**src/core/bridge_status_pkg.sv**
```systemverilog
package bridge_status_pkg;

   // -----------------------------------------------------------------
   // register byte addresses
   // -----------------------------------------------------------------
   localparam logic [31:0] STATUS_OFS = 32'h0000_0000;
   localparam logic [31:0] COMMAND_OFS = 32'h0000_0004;
   localparam logic [31:0] MASK_OFS = 32'h0000_0008;

   // -----------------------------------------------------------------
   // status field positions
   // -----------------------------------------------------------------
   localparam int unsigned POS_UNSUP_CPL = 13;
   localparam int unsigned POS_RX_ABORT = 12;
   localparam int unsigned POS_SIG_ABORT = 11;
   localparam int unsigned POS_SEL_TIMING_HI = 10;
   localparam int unsigned POS_SEL_TIMING_LO = 9;
   localparam int unsigned POS_POISON = 8;
   localparam int unsigned POS_B2B = 7;
   localparam int unsigned POS_RESERVED = 6;
   localparam int unsigned POS_HIGH_SPEED = 5;
   localparam int unsigned POS_EXTRA_CAPABILITIES_PRESENT = 4;
   localparam int unsigned POS_INT_STATUS = 3;

   // -----------------------------------------------------------------
   // command field positions
   // -----------------------------------------------------------------
   localparam int unsigned POS_PARITY_RESP = 6;

   // -----------------------------------------------------------------
   // layouts and values after reset
   // -----------------------------------------------------------------
   localparam logic [15:0] FLAG_MASK = 16'h3900;
   localparam logic [15:0] STATUS_FIXED = 16'h0010;
   localparam logic [15:0] STATUS_RST = 16'h0000;
   localparam logic [15:0] MASK_RST = 16'h0000;
   localparam logic PARITY_RESP_RST = 1'b0;
   localparam logic [31:0] RDATA_RST = 32'h0000_0000;

   // -----------------------------------------------------------------
   // bus slave states
   // -----------------------------------------------------------------
   typedef enum logic [2:0] {
      ST_IDLE = 3'b001,
      ST_READ = 3'b010,
      ST_DONE = 3'b100
   } bus_state_t;

endpackage : bridge_status_pkg

```
**src/core/bridge_primary_status_bits.sv**
```systemverilog
// Our own choices: the address map and register access over AHB-Lite.
`timescale 1ns/100ps
`default_nettype none

module bridge_primary_status_bits
   import bridge_status_pkg::*;
(
   input wire logic hclk,
   input wire logic hresetn,
   input wire logic hsel,
   input wire logic [31:0] haddr,
   input wire logic [1:0] htrans,
   input wire logic hwrite,
   input wire logic [2:0] hsize,
   input wire logic [31:0] hwdata,
   input wire logic hready,
   output logic hreadyout,
   output logic [31:0] hrdata,
   output logic hresp,
   input wire logic cpl_unsupported_rx,
   input wire logic cpl_abort_rx,
   input wire logic cpl_abort_sent,
   input wire logic cpl_poisoned_rx,
   input wire logic write_poisoned,
   output logic irq
);

   // -----------------------------------------------------------------
   // declarations
   // -----------------------------------------------------------------
   bus_state_t state_q, state_d;
   logic [31:0] addr_q, addr_d;
   logic wr_pend_q, wr_pend_d;
   logic [31:0] rdata_q, rdata_d;
   logic [15:0] flags_q, flags_d;
   logic [15:0] mask_q, mask_d;
   logic parity_resp_q, parity_resp_d;
   logic accept;
   logic [15:0] w1c_vec;
   logic [15:0] set_vec;
   logic [15:0] status_word;
   logic [15:0] read_word;

   // -----------------------------------------------------------------
   // bus slave
   // -----------------------------------------------------------------
   // hsize is not checked: only whole-word transfers are expected
   assign accept = hsel & hready & htrans[1];

   always_comb begin
      state_d = state_q;
      addr_d = addr_q;
      wr_pend_d = 1'b0;
      rdata_d = rdata_q;
      case (state_q)
         ST_READ: begin
            // one wait state so a write just before is seen
            rdata_d = {16'h0000, read_word};
            state_d = ST_DONE;
         end
         ST_IDLE, ST_DONE: begin
            state_d = ST_IDLE;
            if (accept) begin
               addr_d = haddr;
               wr_pend_d = hwrite;
               if (!hwrite) begin
                  state_d = ST_READ;
               end
            end
         end
         default: begin
            state_d = ST_IDLE;
         end
      endcase
   end

   always_ff @(posedge hclk or negedge hresetn) begin
      if (!hresetn) begin
         state_q <= ST_IDLE;
         addr_q <= 32'h0000_0000;
         wr_pend_q <= 1'b0;
         rdata_q <= RDATA_RST;
      end else begin
         state_q <= state_d;
         addr_q <= addr_d;
         wr_pend_q <= wr_pend_d;
         rdata_q <= rdata_d;
      end
   end

   assign hreadyout = (state_q != ST_READ);
   assign hrdata = rdata_q;
   assign hresp = 1'b0;

   // -----------------------------------------------------------------
   // read mux
   // -----------------------------------------------------------------
   always_comb begin
      status_word = STATUS_FIXED | (flags_q & FLAG_MASK);
      status_word[POS_SEL_TIMING_HI] = 1'b0;
      status_word[POS_SEL_TIMING_LO] = 1'b0;
      status_word[POS_B2B] = 1'b0;
      status_word[POS_RESERVED] = 1'b0;
      status_word[POS_HIGH_SPEED] = 1'b0;
      status_word[POS_INT_STATUS] = 1'b0;
   end

   always_comb begin
      read_word = 16'h0000;
      case (addr_q)
         STATUS_OFS: begin
            read_word = status_word;
         end
         COMMAND_OFS: begin
            read_word[POS_PARITY_RESP] = parity_resp_q;
         end
         MASK_OFS: begin
            read_word = mask_q;
         end
         default: begin
            read_word = 16'h0000;
         end
      endcase
   end

   // -----------------------------------------------------------------
   // sticky flags and control
   // -----------------------------------------------------------------
   always_comb begin
      w1c_vec = 16'h0000;
      if (wr_pend_q && addr_q == STATUS_OFS) begin
         w1c_vec = hwdata[15:0] & FLAG_MASK;
      end
   end

   always_comb begin
      set_vec = 16'h0000;
      set_vec[POS_UNSUP_CPL] = cpl_unsupported_rx;
      set_vec[POS_RX_ABORT] = cpl_abort_rx;
      set_vec[POS_SIG_ABORT] = cpl_abort_sent;
      // gated by the enable as it stands when the event arrives
      set_vec[POS_POISON] = parity_resp_q &
         (cpl_poisoned_rx | write_poisoned);
   end

   always_comb begin
      // a set in the clearing cycle wins, so no event is lost
      flags_d = ((flags_q & ~w1c_vec) | set_vec) & FLAG_MASK;
      mask_d = mask_q;
      parity_resp_d = parity_resp_q;
      if (wr_pend_q && addr_q == MASK_OFS) begin
         mask_d = hwdata[15:0] & FLAG_MASK;
      end
      if (wr_pend_q && addr_q == COMMAND_OFS) begin
         parity_resp_d = hwdata[POS_PARITY_RESP];
      end
   end

   always_ff @(posedge hclk or negedge hresetn) begin
      if (!hresetn) begin
         flags_q <= STATUS_RST;
         mask_q <= MASK_RST;
         parity_resp_q <= PARITY_RESP_RST;
      end else begin
         flags_q <= flags_d;
         mask_q <= mask_d;
         parity_resp_q <= parity_resp_d;
      end
   end

   // -----------------------------------------------------------------
   // interrupt
   // -----------------------------------------------------------------
   // level output straight from flops, no extra latency
   assign irq = |(flags_q & mask_q);
endmodule : bridge_primary_status_bits

`default_nettype wire

```
**config.mk**
```make
export PLATFORM = sky130hd
export DESIGN_NAME = bridge_primary_status_bits
export DESIGN_NICKNAME = d
export VERILOG_FILES = /design/src/core/bridge_status_pkg.sv /design/src/core/bridge_primary_status_bits.sv
export SDC_FILE = /design/constraint.sdc
export NUM_CORES = 1
export LEC_CHECK = 0
export BUFFER_PORTS_ARGS = -buffer_cell sky130_fd_sc_hd__buf_2
export CAP_MARGIN = 20
export CELL_PAD_IN_SITES_DETAIL_PLACEMENT = 1
export CELL_PAD_IN_SITES_GLOBAL_PLACEMENT = 2
export CORE_ASPECT_RATIO = 0.7
export CORE_MARGIN = 5
export CORE_UTILIZATION = 30
export DETAILED_ROUTE_END_ITERATION = 7
export PLACE_DENSITY_LB_ADDON = 0.1
export SYNTH_ARGS = -nofsm -noshare
export SYNTH_HDL_FRONTEND = slang
export SYNTH_SLANG_ARGS = --single-unit
```
**constraint.sdc**
```tcl
create_clock -name hclk -period 3.2 [get_ports hclk]
set_clock_uncertainty 0.1 [all_clocks]
set_input_delay 0.96 -clock hclk [delete_from_list [all_inputs] [get_ports hclk]]
set_output_delay 0.96 -clock hclk [all_outputs]
set_load 0.05 [all_outputs]
```
# == Word level (Yosys, flattened, before mapping) ==
# Index checks and enable logic that the tools add are counted.
# word_totals
inputBits,79
elab_cells,37
register_bits,61
# op_classes
mux,9
n_reduce_logical,7
n_bitwise,8
eq_ne,6
# op_table
cell,count
$eq 32x3->1 const B,1
$eq 32x4->1 const B,1
$logic_not 32->1,1
$and 14x14->14,2
$reduce_or 16->1,1
$mux 14,1
$not 14->14,1
$or 14x14->14,1
$pmux 7 s2,1
$pmux 3 s2,1
$mux 5,1
$mux 2,2
$and 1x1->1,3
$eq 3x1->1 const B,1
$eq 3x2->1 const B,1
$eq 3x3->1 const B,1
$logic_and 1x1->1,3
$mux 1,3
$ne 3x2->1 const B,1
$reduce_and 2->1,1
$reduce_or 2->1,1
$or 1x1->1,1

# == Longest topological paths before layout ==
# Gate-level depths: netlist of run 1.
# depth
ltp_word,6
mapped_depth,5
mapped_depth_nobuf,4

# == Least setup slack after synthesis of run 1 ==
# OpenSTA, ideal clock, no wires.
# synth_timing
path_type,reg2out
start,register state_q[0]
end,output port hreadyout
path_stages_with_launch,4
path_buffers,1
t_arrival_ns,1.365
path_slack_ns,0.775
required_ns,2.140
cell_sequence,dfstp_2 nor3b_2 inv_1 clkbuf_1
# synth_between
elab_chain_cells,1
# synth_rtl
element,line_no,rtl
"start, declared",bridge_primary_status_bits.sv:31,"bus_state_t state_q, state_d;"
"start signal, assigned",bridge_primary_status_bits.sv:84,state_q <= state_d;
$ne 3x2->1,bridge_primary_status_bits.sv:91,assign hreadyout = (state_q != ST_READ);
"end, declared",bridge_primary_status_bits.sv:17,"output logic hreadyout,"
# No other way between the ends.

# == Worst setup path in the final report of run 1 ==
# Ends and elaborated chain as after synthesis.

==> results of run 1 <==
metal layers:
| metal | track usage | up-vias | part of all wire |
|---|---|---|---|
| met2 | 0.1523 | 56 | 0.41 |
| met3 | 0.03478 | 8 | 0.083 |
| met4 | 0.03198 | 0 | 0.012 |
| met5 | 0 | - | 0 |
| met1 | 0.1516 | 715 | 0.49 |
| li1 | - | 705 | - |
state kept, by name, indices dropped and copies added, names as in the netlist:
register	cells
mask_q	4
flags_q	4
addr_q	32
hrdata	6
wr_pend_q	1
state_q	3
parity_resp_q	1
layout by cell type, fill, tap and decap left out, drive strengths merged, types with 4 or more instances in the layout:
| cell type | n |
|---|---|
| mux2i | 4 |
| nor2 | 6 |
| inv | 4 |
| clkbuf | 7 |
| conb | 27 |
| nand2 | 9 |
| mux2 | 37 |
| nor4 | 8 |
| buf | 58 |
| o41ai | 5 |
| dfrtp | 50 |
final timing paths:
check | startpoint | to | cells after the start
hold / removal | hrdata[6]$_DFFE_PN0N_ | hrdata[6]$_DFFE_PN0N_ | 2
setup reg to reg | addr_q[20]$_DFFE_PN0P_ | mask_q[12]$_DFFE_PN0P_ | 4
max in group asynchronous | hresetn | addr_q[24]$_DFFE_PN0P_ | 2
hold reg to reg | hrdata[6]$_DFFE_PN0N_ | hrdata[6]$_DFFE_PN0N_ | 2
min in group asynchronous | hresetn | addr_q[25]$_DFFE_PN0P_ | 1
setup / recovery | state_q[0]$_DFF_PN1_ | hreadyout | 3
cell families after synthesis:
| kind of cell | share of synthesized area |
|---|---|
| multiplexers | 0.1952 |
| other | 0.001603 |
| AND/OR/NAND/NOR | 0.08502 |
| buffers and inverters | 0.1064 |
| AO/OA/AOI/OAI | 0.06203 |
| flip-flops | 0.5460 |
| XOR/XNOR | 0.003744 |
worst max-delay path: stages, from the launching register on:
cell and delay [ps]:
dfstp_2 550, nor3b_2 60, inv_1 320, buf_2 350
per-stage QoR:
stage	area, sq um	std cells	hold slack, ps	setup slack [ps]	total power [mW]
5_1_grt	2716	340	402.7	437.9	1.464
6_report	2716	340	383.2	563.5	1.379
3_5_place_dp	2635	332	368.2	823.1	1.042
3_3_place_gp	2635	332	363.8	810.0	1.039
4_1_cts	2716	340	391.3	531.4	1.408
2_1_floorplan	2437	207	358.5	775.4	0.9879
cell type report:
type	count	share of cell area
well taps	101	0.04652
multi-input cells	118	0.3381
flip-flops and latches	51	0.4703
clock inverters	1	0.001842
clock buffers	7	0.02810
repair buffers	58	0.1096
inverters	4	0.005527
where the power goes:
group          switching, mW  internal (mW)  leakage, nW  total, mW
registers             0.0632          0.732        0.620      0.796
logic                  0.133         0.0957        0.619      0.229
clock network          0.200          0.154       0.0422      0.354
==> impl_results.md, run 1 <==
- Outcome: finished clean
- Critical path class: flop to output port
- Hold_buf cts: 0
- Largest net degree at the start of global routing: 34
- Root Buffer: clkbuf_8
- Final Hold Fails: 0
- Post-synth EDFFs: 0
- Syn Area/Cell: 12.93 sq um
- YS warnings: 0
- Seq/Total Area, Yosys: 0.5460
- DP Wirelength: 3.817 mm
- Iteration-0 DRC Markers: 59
- Layout cells sized above 1: 0.3724
- Critical path endpoint category: output port
- H-tree levels: 2
- First-pass iteration count of the detailed router: 4
- Area of the multi-input gates: 918.4 sq um
- Post_cts resized: 0
- CTS tree: yes
- DRT Wirelength: 4.904 mm
- Die W: 115.6 um
- Register bit total from synthesis: 51
- Total Routing Usage GR: 0.1064
- Ys async rst share: 1.000
- Setup TNS: 0 ps
- Post-synth top cells: dfrtp_1, buf_4, mux2_1
- Unique cell type count in the Yosys netlist: 31
- IO buf count: 55
- Final Net Count: 317
- Largest area contributor in the netlist: dfrtp_1
- Final period utilization: 0.8239
- Antenna cells: 0
- Area grow syn2layout: 16.10%
- Starting density of the core: 0.3024
- Ys flop type: dfrtp_1
- Hold Path Class: flop to flop
- CP Max Fanout: 12
- Min Tclk post-route: 2636 ps
- Number of antenna-violating nets in the routed design: 0
- Worst path required time: 2140 ps
- Pwr Density: 507.6 nW/um^2
- Clk pin slew, worst setup/hold paths: 90 ps
- Vias: 1484
- Fmax: 379.3 MHz
- I/O pin count: 114
- Vias in the first global route: 1622
- Die area: 9693 sq um
- Most frequent cell after synthesis: dfrtp_1
- Final GP Congestion: 0.7224
- Sequential Area: 1277 sq um
- DRC viols: 0
- RSZ-0062 raised after global routing: no
- Total clock sinks: 51
- Clock latency on the worst-skew pair: 300 ps
- CP Launch Type: flop
- Grt total ovfl: 0
- Die Y: 83.89 um
- Max-cap violations: 0
- Max Slew Vio Count: 0
- Clock tree buffer depth: 2
- Setup Viol. Count Final: 0
- Global-route wire length before repair: 8.100 mm
- Max VDD drop: 0.1607 mV
- Avg WL per Cell: 14.42 um
- Flop-to-flop setup slack: 1140 ps
- Total CTS buffers: 5
- Fillers: 848
- LEAKAGE: 1.281 nW
- DR vias/cell: 4.365
- Rows: 27
- Fin util: 0.3511
- Antenna violations before repair: 0
- Mapped Area: 2340 sq um
- Core footprint: 7736 sq um
- Yosys top cell area share: 0.5348
- Post-Syn Instances: 181
- Setup Fix Bufs, Post-CTS: 0
- Dominant cells by area after synthesis: dfrtp_1, mux2_1, buf_4
- Crit path DAT: 1580 ps
(Power assumes the default switching activity.)
==> inputs of run 2 (changes only) <==
--- a/config.mk
+++ b/config.mk
@@ -11,7 +11,7 @@
 export CELL_PAD_IN_SITES_GLOBAL_PLACEMENT = 2
 export CORE_ASPECT_RATIO = 0.7
 export CORE_MARGIN = 5
-export CORE_UTILIZATION = 30
+export CORE_UTILIZATION = 25
 export DETAILED_ROUTE_END_ITERATION = 7
 export PLACE_DENSITY_LB_ADDON = 0.1
 export SYNTH_ARGS = -nofsm -noshare
==> constraint.sdc (replaced) <==
create_clock -name hclk -period 2.3 [get_ports hclk]
set_clock_uncertainty 0.1 [all_clocks]
set_input_delay 0.69 -clock hclk [delete_from_list [all_inputs] [get_ports hclk]]
set_output_delay 0.69 -clock hclk [all_outputs]
set_load 0.05 [all_outputs]
==> run 2 against run 1 <==
Final area increased by 4.6%. Worst hold slack got worse by 100 ps. Sequential cell count unchanged. Critical path depth unchanged. Via count decreased by 0.20%. Sequential share of layout area decreased by 2.1 points. Final cell count increased by 7.4%. Die area increased by 18%. Register-to-register slack got worse by 920 ps. Largest power group unchanged. Highest routed layer unchanged.
==> impl_results.md, run 2 (synthesis results as in run 1) <==
- Outcome: finished clean (unchanged)
- Worst path slowest cell: dfrtp_1 (was dfstp_2)
- Die W: 125.6 um (was 115.6 um)
- CP Launch Type: flop (unchanged)
- RR Startpoint: addr_q[20]$_DFFE_PN0P_ (unchanged)
- Clk pin slew, worst setup/hold paths: 60 ps (was 90 ps)
- Hold Path Class: input pin to async pin (was flop to flop)
- DRC viols: 0 (unchanged)
- Part of the power in registers: 0.511 (was 0.577)
- Global-route wire length before repair: 8.618 mm (was 8.100 mm)
- Total Routing Usage GR: 0.09597 (was 0.1064)
- Total clock sinks: 51 (unchanged)
- First-pass iteration count of the detailed router: 4 (unchanged)
- Clock latency on the worst-skew pair: 290 ps (was 300 ps)
- H-tree levels: 2 (unchanged)
- Core footprint: 9107 sq um (was 7736 sq um)
- Cell Int Power: 1.567 mW (was 0.9820 mW)
- IO buf count: 55 (unchanged)
- Fmax: 479.2 MHz
- Grt total ovfl: 0 (unchanged)
- Most frequent cells in the layout: buf_2, dfrtp_1, conb_1, mux2_1, mux2_2 (unchanged)
- Power consumption: 2.151 mW (was 1.379 mW)
- CTS tree: yes (unchanged)
- Layout cells sized above 1: 0.3734 (was 0.3724)
- Iteration-0 DRC Markers: 70 (was 59)
- Final Hold Fails: 0 (unchanged)
- Number of antenna-violating nets in the routed design: 0 (unchanged)
- Final Cell Area: 2840 sq um (was 2716 sq um)
- Reg with most FFs: addr_q (unchanged)
- Final Net Count: 319 (was 317)
- Die Y: 90.94 um (was 83.89 um)
- DR vias/cell: 4.058 (was 4.365)
- Max-cap violations: 0 (unchanged)
- Rows: 29 (was 27)
- Hold_buf cts: 0 (unchanged)
- Worst path required time: 1510 ps (was 2140 ps)
- Fin util: 0.3119 (was 0.3511)
- Setup Fix Bufs, Post-CTS: 0 (unchanged)
- Vias: 1481 (was 1484)
- Vias in the first global route: 1601 (was 1622)
- Slack of the critical path: 213.3 ps (was 563.5 ps)
- Crit path DAT: 1300 ps (was 1580 ps)
- Max VDD drop: 0.2249 mV (was 0.1607 mV)
- Clock tree buffer depth: 2 (unchanged)
- Starting density of the core: 0.2569 (was 0.3024)
- Antenna cells: 0 (unchanged)
- CP startpoint: state_q[2]$_DFF_PN0_ (was state_q[0]$_DFF_PN1_)
- DP Wirelength: 3.970 mm (was 3.817 mm)
- Place WS: 198.2 ps (was 823.1 ps)
- Min Tclk post-route: 2087 ps
- Placed Area: 2704 sq um (was 2635 sq um)
- Die area: 11420 sq um (was 9693 sq um)
- Avg WL per Cell: 14.47 um (was 14.42 um)
- CP max stage delay: 400 ps (was 550 ps)
- Pwr Density: 757.5 nW/um^2 (was 507.6 nW/um^2)
- Setup TNS: 0 ps (unchanged)
- Critical path, cell by cell: nor3b_2 -> inv_1 -> buf_2 (unchanged)
- Most common cell after layout, fill and taps aside: buf_2 (unchanged)
- Root Buffer: clkbuf_16 (was clkbuf_8)
- Net switching power: 0.5843 mW (was 0.3968 mW)
- Max reg flops: 32 (unchanged)
- Comb power frac: 0.157 (was 0.166)
- Max Slew Vio Count: 0 (unchanged)
- Largest net degree at the start of global routing: 52 (was 34)
- CP Max Fanout: 4 (was 12)
- RSZ-0062 raised after global routing: no (unchanged)
- LEAKAGE: 1.321 nW (was 1.281 nW)
- DRT Wirelength: 5.282 mm (was 4.904 mm)
- Power share of the clock group: 0.331 (was 0.257)
- Post_cts resized: 0 (unchanged)
- Critical path endpoint category: output port (unchanged)
- Total CTS buffers: 5 (unchanged)
- Critical path class: flop to output port (unchanged)
- Final period utilization: 0.9072
- Final GP Congestion: 0.6679 (was 0.7224)
- Net Sw Frac: 0.2716 (was 0.2878)
- Area grow syn2layout: 21.39% (was 16.10%)
- I/O pin count: 114 (unchanged)
- Setup Viol. Count Final: 0 (unchanged)
- Antenna violations before repair: 0 (unchanged)
-- run 2: through the flow --
stage	cells	hold slack, ps
after global routing	365	316.6
after CTS	365	300.0
final	365	281.3
after detailed placement	357	364.7
after global placement	357	363.3
after floorplan	207	294.4
-- run 2: per-layer routing --
layer  vias up  share of wire  GRT usage
li1        705              -          -
met5         -              0          0
met1       716           0.52     0.1375
met3         9          0.071    0.03636
met4         0          0.011    0.02978
met2        51           0.40     0.1335
-- run 2: power groups by stage --
| stage | Combinational [mW] | Clock [mW] | Sequential, mW |
|---|---|---|---|
| 2_1_floorplan | 0.295 | 0 | 1.08 |
| 3_3_place_gp | 0.341 | 0 | 1.12 |
| 3_5_place_dp | 0.345 | 0 | 1.12 |
| 4_1_cts | 0.345 | 0.752 | 1.10 |
| 5_1_grt | 0.371 | 0.790 | 1.12 |
| 6_report | 0.339 | 0.713 | 1.10 |
-- run 2: cell type report --
| cell class | count | area, sq um |
|---|---|---|
| Sequential cell | 51 | 1277 |
| Inverter | 4 | 15.01 |
| Multi-Input combinational cell | 118 | 918.4 |
| Fill cell | 1010 | 6267 |
| Tap cell | 124 | 155.1 |
| Timing Repair Buffer | 60 | 337.8 |
| Clock buffer | 8 | 136.4 |
-- run 2: worst max-delay path: cells and delay by family, from the launching register on --
family / cells / cell delay, ps
buffers and inverters: 2 / 310
and+or+nand+nor: 1 / 290
DFF: 1 / 400
-- run 2: worst paths after layout --
kind / end / slack, ps / cells after the start
max in group asynchronous: state_q[0]$_DFF_PN1_ / 1520 / 2
max reg2reg: flags_q[12]$_DFF_PN0_ / 220 / 4
min in group hclk: hrdata[12]$_DFFE_PN0N_ / 380 / 2
min: addr_q[25]$_DFFE_PN0P_ / 280 / 2
max: hreadyout / 210 / 3
min reg2reg: hrdata[12]$_DFFE_PN0N_ / 380 / 2
